--- src/shared/fltq_defs.svh ---
// Timing and count constants for the fault latch qualifier
`ifndef FLTQ_DEFS_SVH
`define FLTQ_DEFS_SVH
`define FLTQ_CLK_HZ 10000000
`define FLTQ_BLANK_NS 1000
`define FLTQ_BLANK_CYC ((`FLTQ_BLANK_NS * (`FLTQ_CLK_HZ / 1000000) + 999) / 1000)
`define FLTQ_MINPW_NS 600
`define FLTQ_MINPW_CYC ((`FLTQ_MINPW_NS * (`FLTQ_CLK_HZ / 1000000) + 999) / 1000)
`define FLTQ_SUPOV_US 20
`define FLTQ_SUPOV_CYC (`FLTQ_SUPOV_US * (`FLTQ_CLK_HZ / 1000000) + 1)
`define FLTQ_EVENT_COUNT 4
`endif

--- src/shared/fltq_pkg.sv ---
// Types for the fault latch qualifier
package fltq_pkg;
  typedef enum logic [2:0] {
    FLTQ_RUN = 3'b000,
    FLTQ_SEQ_PAUSE = 3'b001,
    FLTQ_HOT_STOP = 3'b010,
    FLTQ_DISCHARGE = 3'b011,
    FLTQ_LATCHED = 3'b100
  } fltq_state_e;
endpackage

--- src/core/fltq_top.sv ---
// Fault latch qualifier: pin overvoltage, supply overvoltage and thermal sequencing
`timescale 1ns/10ps
`include "fltq_defs.svh"
// Summary of operation
// - Latched: hold supply at bias until release
// - Detect from power-limit pin 3 V comparator
// - Blank comparator 1 us after turn-off
// - Ignore comparator highs shorter than 600 ns
// - Latch after four successive validated events
// - Events from consecutive switching cycles' off time
// - Overtemperature in stable operation stops pulses
// - After cooling, discharge supply then restart
// - Overtemperature elsewhere pauses sequence, then resumes
// - Supply above 27.5 V for 20 us latches
// - Supply latch cleared only by mains removal
module fltq_top
  import fltq_pkg::*;
#(
  parameter int EVENT_COUNT = `FLTQ_EVENT_COUNT,
  parameter int SUPOV_CYC = `FLTQ_SUPOV_CYC
) (
  // Clock and reset
  input wire logic CLK_SYS,
  input wire logic SYS_RST,
  // Analog comparator inputs
  input wire logic POWER_LIMIT_PIN_ABOVE_3V,
  input wire logic SUPPLY_ABOVE_27V5,
  input wire logic SUPPLY_BELOW_4V,
  input wire logic MAINS_PRESENT,
  input wire logic THERMAL_SHUTDOWN_HIGH,
  input wire logic THERMAL_SHUTDOWN_LOW,
  input wire logic SUPPLY_DISCHARGED,
  // Controller status
  input wire logic DRIVER_ON,
  input wire logic STABLE_OPERATION,
  // Outputs to analog and driver
  output logic GATE_ENABLE,
  output logic SUPPLY_BIAS_HOLD,
  output logic LINE_CAP_DISCHARGE,
  output logic SEQUENCE_PAUSE,
  output logic RESTART_REQ,
  output logic PIN_LATCHED,
  output logic SUPPLY_LATCHED
);
  // Two-flop synchronisers for every asynchronous input
  localparam int NSYNC = 9;
  wire [NSYNC-1:0] raw_in = {POWER_LIMIT_PIN_ABOVE_3V, SUPPLY_ABOVE_27V5, SUPPLY_BELOW_4V, MAINS_PRESENT,
                             THERMAL_SHUTDOWN_HIGH, THERMAL_SHUTDOWN_LOW, SUPPLY_DISCHARGED, DRIVER_ON,
                             STABLE_OPERATION};
  logic [NSYNC-1:0] sync1; // First stage, read only by second
  logic [NSYNC-1:0] sync2; // Safe copy

  genvar gi;
  generate
    for (gi = 0; gi < NSYNC; gi++) begin : g_sync
      // Per-bit two-flop stage
      always_ff @(posedge CLK_SYS) begin
        if (SYS_RST) begin
          sync1[gi] <= 1'b0;
          sync2[gi] <= 1'b0;
        end else begin
          sync1[gi] <= raw_in[gi];
          sync2[gi] <= sync1[gi];
        end
      end
    end
  endgenerate

  // Named views of synchronised inputs
  wire pin_cmp = sync2[8];
  wire sup_ov = sync2[7];
  wire sup_low = sync2[6];
  wire mains = sync2[5];
  wire hot = sync2[4];
  wire cool = sync2[3];
  wire discharged = sync2[2];
  wire drv_on = sync2[1];
  wire stable = sync2[0];

  // Turn-off edge framing of each switching cycle
  logic drv_q; // Previous driver state
  wire off_start = drv_q && !drv_on;
  wire on_start = !drv_q && drv_on; // Closes previous off time
  logic cycle_seen; // An off time has been observed
  logic cycle_hit; // That off time produced an event
  wire event_ok;

  fltq_pulse_qual u_qual (
    .clk(CLK_SYS),
    .rst(SYS_RST),
    .off_start(off_start),
    .in_off(!drv_on),
    .cmp(pin_cmp),
    .event_ok(event_ok)
  );

  // Successive-event counter
  logic [2:0] run_cnt;
  logic pin_latch; // Pin overvoltage latch state
  localparam logic [2:0] RUN_LAST = 3'(EVENT_COUNT);
  wire run_full = (run_cnt + 3'h1 >= RUN_LAST) && event_ok;

  always_ff @(posedge CLK_SYS) begin
    if (SYS_RST) begin
      drv_q <= 1'b0;
      cycle_seen <= 1'b0;
      cycle_hit <= 1'b0;
    end else begin
      drv_q <= drv_on;
      if (off_start) begin
        cycle_seen <= 1'b1;
        cycle_hit <= 1'b0;
      end else if (event_ok) begin
        cycle_hit <= 1'b1;
      end
    end
  end

  // Count only unbroken runs of event-bearing cycles
  // Latched state empties the count: after a release a fresh run of four is needed
  always_ff @(posedge CLK_SYS) begin
    if (SYS_RST || pin_latch) begin
      run_cnt <= 3'h0;
    end else if (event_ok) begin
      run_cnt <= run_cnt + 3'h1;
    end else if (on_start && cycle_seen && !cycle_hit) begin
      run_cnt <= 3'h0;
    end
  end

  // Supply overvoltage duration counter: must exceed 20 us
  logic [15:0] sup_cnt;
  localparam logic [15:0] SUP_LAST = 16'(SUPOV_CYC);
  wire sup_trip = sup_ov && (sup_cnt + 16'h0001 >= SUP_LAST);

  always_ff @(posedge CLK_SYS) begin
    if (SYS_RST || !sup_ov) begin
      sup_cnt <= 16'h0000;
    end else if (sup_cnt != 16'hffff) begin
      sup_cnt <= sup_cnt + 16'h0001;
    end
  end

  // Latches: pin latch releases on mains loss or forced low supply
  logic sup_latch;
  wire pin_release = !mains || sup_low;
  always_ff @(posedge CLK_SYS) begin
    if (SYS_RST) begin
      pin_latch <= 1'b0;
      sup_latch <= 1'b0;
    end else begin
      if (run_full) begin
        pin_latch <= 1'b1;
      end else if (pin_release) begin
        pin_latch <= 1'b0;
      end
      // Only mains removal frees supply lockout; set wins over clear
      if (sup_trip) begin
        sup_latch <= 1'b1;
      end else if (!mains) begin
        sup_latch <= 1'b0;
      end
    end
  end

  // Thermal sequencer
  fltq_state_e state;
  fltq_state_e next_state;
  wire any_latch = pin_latch || sup_latch;

  always_comb begin
    next_state = state;
    case (state)
      FLTQ_RUN: begin
        if (hot && stable) begin
          next_state = FLTQ_HOT_STOP;
        end else if (hot) begin
          next_state = FLTQ_SEQ_PAUSE;
        end
      end
      FLTQ_SEQ_PAUSE: begin
        if (cool) begin
          next_state = FLTQ_RUN;
        end
      end
      FLTQ_HOT_STOP: begin
        if (cool) begin
          next_state = FLTQ_DISCHARGE;
        end
      end
      FLTQ_DISCHARGE: begin
        // Heat during discharge only pauses it
        if (!hot && discharged) begin
          next_state = FLTQ_RUN;
        end
      end
      default: begin
        next_state = FLTQ_RUN;
      end
    endcase
  end

  always_ff @(posedge CLK_SYS) begin
    if (SYS_RST) begin
      state <= FLTQ_RUN;
    end else begin
      state <= next_state;
    end
  end

  // Registered outputs; latch kills gate in the cycle after detection
  always_ff @(posedge CLK_SYS) begin
    if (SYS_RST) begin
      GATE_ENABLE <= 1'b0;
      SUPPLY_BIAS_HOLD <= 1'b0;
      LINE_CAP_DISCHARGE <= 1'b0;
      SEQUENCE_PAUSE <= 1'b0;
      RESTART_REQ <= 1'b0;
      PIN_LATCHED <= 1'b0;
      SUPPLY_LATCHED <= 1'b0;
    end else begin
      GATE_ENABLE <= !any_latch && !run_full && !sup_trip && !hot && next_state == FLTQ_RUN;
      SUPPLY_BIAS_HOLD <= any_latch || run_full || sup_trip;
      LINE_CAP_DISCHARGE <= (state == FLTQ_DISCHARGE) && !hot;
      SEQUENCE_PAUSE <= (next_state == FLTQ_SEQ_PAUSE) || (state == FLTQ_DISCHARGE && hot);
      RESTART_REQ <= (state == FLTQ_DISCHARGE) && (next_state == FLTQ_RUN);
      PIN_LATCHED <= pin_latch || run_full;
      SUPPLY_LATCHED <= sup_latch || sup_trip;
    end
  end

  // Assertions
  a_latch_after_four: assert property (@(posedge CLK_SYS) disable iff (SYS_RST)
    $rose(pin_latch) |-> $past(run_cnt) == 3'(EVENT_COUNT - 1))
    else $error("pin latch set without full run");
  a_latch_holds_bias: assert property (@(posedge CLK_SYS) disable iff (SYS_RST)
    pin_latch |=> SUPPLY_BIAS_HOLD)
    else $error("bias not held while latched");
  a_gate_off_latched: assert property (@(posedge CLK_SYS) disable iff (SYS_RST)
    sup_trip |=> !GATE_ENABLE)
    else $error("gate on after supply trip");
  a_sup_latch_sticky: assert property (@(posedge CLK_SYS) disable iff (SYS_RST)
    sup_latch && mains |=> sup_latch)
    else $error("supply latch cleared with mains");
  a_sup_wait_width: assert property (@(posedge CLK_SYS) disable iff (SYS_RST)
    $rose(sup_latch) |-> $past(sup_cnt) >= 16'(SUPOV_CYC - 1))
    else $error("supply latch too early");
  a_no_event_blank: assert property (@(posedge CLK_SYS) disable iff (SYS_RST)
    off_start |=> !event_ok [*8])
    else $error("event inside blanking");
  a_miss_clears_run: assert property (@(posedge CLK_SYS) disable iff (SYS_RST)
    on_start && cycle_seen && !cycle_hit && !event_ok |=> run_cnt == 3'h0)
    else $error("run not cleared");
  a_hot_stops_gate: assert property (@(posedge CLK_SYS) disable iff (SYS_RST)
    hot |=> !GATE_ENABLE)
    else $error("gate on while hot");
  a_pause_resume: assert property (@(posedge CLK_SYS) disable iff (SYS_RST)
    state == FLTQ_SEQ_PAUSE && cool |=> state == FLTQ_RUN)
    else $error("paused sequence did not resume");
  a_cool_discharge: assert property (@(posedge CLK_SYS) disable iff (SYS_RST)
    state == FLTQ_HOT_STOP && cool |=> state == FLTQ_DISCHARGE)
    else $error("no discharge after cooling");
endmodule

--- src/core/fltq_pulse_qual.sv ---
// Off-time pulse qualifier: blanking plus minimum high width
`timescale 1ns/10ps
`include "fltq_defs.svh"
module fltq_pulse_qual #(
  parameter int BLANK_CYC = `FLTQ_BLANK_CYC,
  parameter int MINPW_CYC = `FLTQ_MINPW_CYC
) (
  // Clock and reset
  input wire logic clk,
  input wire logic rst,
  // Cycle framing
  input wire logic off_start,
  input wire logic in_off,
  // Synchronised comparator
  input wire logic cmp,
  // Qualified event, one pulse per off time at most
  output logic event_ok
);
  localparam logic [7:0] BLANK_LAST = 8'(BLANK_CYC);
  localparam logic [7:0] MINPW_LAST = 8'(MINPW_CYC);
  logic [7:0] blank_cnt; // Blanking elapsed counter
  logic [7:0] high_cnt; // Comparator high-time counter
  logic done; // Event already given this off time
  wire blanked = in_off && (blank_cnt < BLANK_LAST); // Ringing window
  wire sampling = in_off && !blanked && cmp;
  wire width_met = sampling && (high_cnt + 8'h01 >= MINPW_LAST);

  // Blanking counter restarts at every turn-off
  always_ff @(posedge clk) begin
    if (rst || off_start) begin
      blank_cnt <= 8'h00;
    end else if (blanked) begin
      blank_cnt <= blank_cnt + 8'h01;
    end
  end

  // Width counter clears on any low sample: short pulses vanish
  always_ff @(posedge clk) begin
    if (rst || off_start || !sampling) begin
      high_cnt <= 8'h00;
    end else if (high_cnt != 8'hff) begin
      high_cnt <= high_cnt + 8'h01;
    end
  end

  // One event per off time, once width is met
  always_ff @(posedge clk) begin
    if (rst || off_start) begin
      done <= 1'b0;
      event_ok <= 1'b0;
    end else begin
      event_ok <= width_met && !done;
      if (width_met) begin
        done <= 1'b1;
      end
    end
  end
endmodule

--- config.mk ---
export PLATFORM = sky130hd
export DESIGN_NAME = fltq_top
export DESIGN_NICKNAME = d
export VERILOG_FILES = /design/src/shared/fltq_pkg.sv /design/src/core/fltq_top.sv /design/src/core/fltq_pulse_qual.sv
export VERILOG_INCLUDE_DIRS = /design/src /design/src/shared
export SDC_FILE = /design/constraint.sdc
export NUM_CORES = 1
export LEC_CHECK = 0
export ABC_CLOCK_PERIOD_IN_PS = 5700
export BUFFER_PORTS_ARGS = -buffer_cell sky130_fd_sc_hd__buf_2
export CORE_MARGIN = 4
export CORE_UTILIZATION = 48
export CTS_BUF_LIST = sky130_fd_sc_hd__clkbuf_4 sky130_fd_sc_hd__clkbuf_8
export DETAILED_ROUTE_END_ITERATION = 10
export PLACE_DENSITY = 0.66
export SLEW_MARGIN = 20
export SYNTH_ARGS = -nofsm -noshare
export SYNTH_HDL_FRONTEND = slang
export SYNTH_SLANG_ARGS = --single-unit
export TNS_END_PERCENT = 20
--- constraint.sdc ---
create_clock -name CLK_SYS -period 5.7 [get_ports CLK_SYS]
set_input_delay 0 -clock CLK_SYS [delete_from_list [all_inputs] [get_ports CLK_SYS]]
set_output_delay 0 -clock CLK_SYS [all_outputs]
set_load 0.02 [all_outputs]
==> impl_metrics.env <==
export IMPL_status="completed"
export IMPL_power_density_cell_area_mw_per_mm2=279
export IMPL_netlist_area_sq_mm=0.00295
export IMPL_synthArstFlopShare_pct=0
export IMPL_synthCells=316
export IMPL_clock_sinks=70
export IMPL_hpwl_after_detailed_placement_um=3210
export IMPL_count_of_warnings_emitted_by_yosys=0
export IMPL_drt_pass1_iter_count=4
export IMPL_p_switching_uw=203
export IMPL_routed_via_density=5.18
export IMPL_synth_enable_flop_cells=0
export IMPL_switching_share_of_power_pct=22.0
export IMPL_cts_buffer_depth=2
export IMPL_clock_tree_root_cell="sky130_fd_sc_hd__clkbuf_8"
export IMPL_post_layout_total_power_uw=925
export IMPL_die_wd_um=86.4
export IMPL_remaining_drc_errors=0
export IMPL_cts_htree_levels=3
export IMPL_ioPinCount=18
export IMPL_worstPathArrival_ns=2.39
export IMPL_grt_pass1_vias=2002
export IMPL_rsz0062_at_grt="false"
export IMPL_setup_violations=0
export IMPL_slew_limit_headroom_pct=53.7
export IMPL_layout_filler_cells=545
export IMPL_max_freq_ghz=0.458
export IMPL_dr_total_vias=2162
export IMPL_grtUsageTotal_pct=14.6
export IMPL_cts_buffers=9
export IMPL_fin_crit_ns=2.19
export IMPL_number_of_distinct_library_cells_after_synthesis=55
export IMPL_fin_setup_tns_ns=0
export IMPL_coreArea_sq_mm=0.00596
export IMPL_clk_transition_reported_paths_ns=0.07
export IMPL_area_growth_synth_to_final_pct=12.4
export IMPL_tightest_slew_ns=0.694
export IMPL_maximum_number_of_pins_on_one_net_before_global_route_repair=38
export IMPL_initial_util_pct=49.5
export IMPL_setup_ws_ns=3.51
export IMPL_finClkSkew_ns=0.00876
export IMPL_place_worst_setup_slack_ns=3.53
export IMPL_synth_seq_cells=70
export IMPL_hp_class="input port to register"
export IMPL_worst_setup_path_end_kind="register"
export IMPL_comb_power_share_pct=3.3
export IMPL_crit_path_max_fanout=15
export IMPL_clock_latency_ns=0.34
export IMPL_antenna_left=0
export IMPL_cts_setup_buffers=0
export IMPL_cts_tree="done"
export IMPL_route_final_wire_length_um=4940
export IMPL_drive_above_1_share_pct=13.2
export IMPL_grt_first_pass_wirelength_um=8680
export IMPL_max_cap_violations=0
export IMPL_synthFlopType="sky130_fd_sc_hd__dfxtp_1"
export IMPL_p_leak_nw=1.25
export IMPL_critPathLaunchType="register"
export IMPL_synth_yosys_seq_area_share_pct=47.5
export IMPL_rows=28
export IMPL_power_frac_clock_pct=42.1
export IMPL_portion_of_the_clock_cycle_consumed_by_the_worst_path_in_the_final_layout_pct=38.3
export IMPL_seq_power_share_pct=54.6
export IMPL_place_port_buffers=17
export IMPL_final_hold_violation_count=0
export IMPL_fp_dieH_um=86.4
export IMPL_postSynthAreaPerCell_sq_um=9.34
export IMPL_wl_per_cell_um=11.9
export IMPL_dieArea_sq_mm=0.00746
export IMPL_diodes=0
export IMPL_vdd_ir_drop_worst_mv=0.183
export IMPL_globalRoute_totalOverflow=0
export IMPL_final_nets=354
export IMPL_grt_antenna_before_repair=0
export IMPL_setup_worst_path_class="register to register"
export IMPL_worst_ep_required_time_ns=5.91
export IMPL_finalMaxSlewViolations=0
export IMPL_post_cts_resize_count=0
export IMPL_final_hold_worst_slack_ns=0.144
export IMPL_post_cts_hold_buffer_count=9
export IMPL_routabilityCongestion=0.814
export IMPL_cellInternalPower_uw=721
export IMPL_postSynthNetCount=333
export IMPL_drt_iter0_markers=84
worst max-delay path, stage by stage, from the launching register on:
cell	delay [ns]
sky130_fd_sc_hd__dfxtp_1	0.44
sky130_fd_sc_hd__ha_1	0.29
sky130_fd_sc_hd__and3_1	0.32
sky130_fd_sc_hd__nand3_2	0.15
sky130_fd_sc_hd__or2_1	0.47
sky130_fd_sc_hd__nand2_1	0.17
sky130_fd_sc_hd__xor2_1	0.15
sky130_fd_sc_hd__nor2_1	0.05
stage by stage:
stage                     instance area [sq um]  util [%]  cells
after CTS                                  3320      55.7    417
after detailed placement                   3030      50.9    392
after floorplan                            2950         -    316
after global routing                       3320      55.7    417
after global placement                     3030      50.9    392
final                                      3320      55.7    417
final timing paths:
kind	from	to	slack, ns	cells after the start
max	sup_cnt[0]$_SDFFE_PP0P_	sup_cnt[2]$_SDFFE_PP0P_	3.51	7
min	SYS_RST	cycle_seen$_SDFFE_PP0P_	0.14	2
max reg2reg	sup_cnt[0]$_SDFFE_PP0P_	sup_cnt[2]$_SDFFE_PP0P_	3.51	7
min reg2reg	u_qual.done$_SDFFE_PP0P_	u_qual.event_ok$_SDFF_PP0_	0.43	1
cell usage in the layout, fill, tap and decap left out, types with 4 or more instances in the layout:
cell type	Yosys	layout
sky130_fd_sc_hd__dfxtp_1	70	70
sky130_fd_sc_hd__nor2_1	31	31
sky130_fd_sc_hd__nor2b_1	24	24
sky130_fd_sc_hd__nand2_1	23	23
sky130_fd_sc_hd__a21oi_1	23	23
sky130_fd_sc_hd__buf_2	2	17
sky130_fd_sc_hd__xor2_1	13	13
sky130_fd_sc_hd__xnor2_1	11	11
sky130_fd_sc_hd__clkbuf_8	0	9
sky130_fd_sc_hd__dlygate4sd3_1	0	9
sky130_fd_sc_hd__nor3_1	8	8
sky130_fd_sc_hd__nand3_1	7	7
sky130_fd_sc_hd__nand4_1	7	7
sky130_fd_sc_hd__inv_1	6	6
sky130_fd_sc_hd__ha_1	6	6
sky130_fd_sc_hd__and2_1	5	5
sky130_fd_sc_hd__o21ai_0	5	5
sky130_fd_sc_hd__a31oi_1	5	5
sky130_fd_sc_hd__and4_1	4	4
sky130_fd_sc_hd__nor4_1	4	4
sky130_fd_sc_hd__nand3b_1	4	4
sky130_fd_sc_hd__mux2i_1	4	4
kinds of logic (layout without fill, tap and decap cells):
logic type	count (synthesis)	count (layout)	synth area share [%]
AO/OA/AOI/OAI	52	52	11.5
XOR/XNOR	25	25	7.68
adder cells (fa/ha/maj)	7	7	2.88
buffers and inverters	22	48	4.03
flip-flops	70	70	47.5
multiplexers	4	4	1.36
other	1	1	0.127
AND/OR/NAND/NOR	135	135	24.9
registers in the layout, indices dropped and copies added, names as in the netlist, 3 cells and up:
register and flops:
sync1 9, u_qual.blank_cnt 8, run_cnt 3, state 3
u_qual.high_cnt 8, sup_cnt 16
final cells by class:
| class | count | area (sq um) | share of cell area, % |
|---|---|---|---|
| clock buffer | 10 | 131 | 3.96 |
| clock inverter | 6 | 61.3 | 1.85 |
| inverter | 6 | 22.5 | 0.679 |
| multi-input combinational | 224 | 1430 | 43.1 |
| sequential | 70 | 1400 | 42.3 |
| tap | 75 | 93.8 | 2.83 |
| timing repair buffer | 26 | 175 | 5.28 |
synth_stat cells, types with 2 or more instances:
cell / count / area, sq um
sky130_fd_sc_hd__xor2_1: 13 / 114
sky130_fd_sc_hd__a211oi_1: 3 / 22.5
sky130_fd_sc_hd__nor4_1: 4 / 25.0
sky130_fd_sc_hd__o22ai_1: 2 / 12.5
sky130_fd_sc_hd__xnor2_1: 11 / 96.3
sky130_fd_sc_hd__o21ai_0: 5 / 25.0
sky130_fd_sc_hd__nor3_1: 8 / 40.0
sky130_fd_sc_hd__nand3b_1: 4 / 30.0
sky130_fd_sc_hd__buf_6: 4 / 45.0
sky130_fd_sc_hd__and2_1: 5 / 31.3
sky130_fd_sc_hd__nand4_1: 7 / 43.8
sky130_fd_sc_hd__dfxtp_1: 70 / 1400
sky130_fd_sc_hd__nor2_1: 31 / 116
sky130_fd_sc_hd__o21ai_2: 2 / 17.5
sky130_fd_sc_hd__and3_1: 3 / 18.8
sky130_fd_sc_hd__nand2b_1: 3 / 18.8
sky130_fd_sc_hd__and4_1: 4 / 35.0
sky130_fd_sc_hd__a21oi_1: 23 / 115
sky130_fd_sc_hd__nor2b_1: 24 / 150
sky130_fd_sc_hd__buf_2: 2 / 10.0
sky130_fd_sc_hd__ha_1: 6 / 75.1
sky130_fd_sc_hd__clkbuf_1: 8 / 30.0
sky130_fd_sc_hd__mux2i_1: 4 / 40.0
sky130_fd_sc_hd__a31oi_1: 5 / 31.3
sky130_fd_sc_hd__inv_1: 6 / 22.5
sky130_fd_sc_hd__or2_1: 2 / 12.5
sky130_fd_sc_hd__nand2_1: 23 / 86.3
sky130_fd_sc_hd__nand3_1: 7 / 35.0
power by group through the flow:
stage               clock, mW  combinational [mW]  sequential, mW
global route            0.420              0.0352           0.506
detailed placement          0              0.0264           0.516
global placement            0              0.0256           0.516
floorplan                   0              0.0190           0.516
CTS                     0.402              0.0312           0.505
finish                  0.389              0.0306           0.505
metal layers:
| layer | wire [um] | track usage, % | part of all wire [%] |
|---|---|---|---|
| met2 | 2170 | 22.5 | 44 |
| met5 | 0 | 0 | 0 |
| met4 | 95 | 6.52 | 1.9 |
| met1 | 2440 | 18.2 | 49 |
| met3 | 231 | 5.32 | 4.7 |
(Power assumes the default switching activity.)
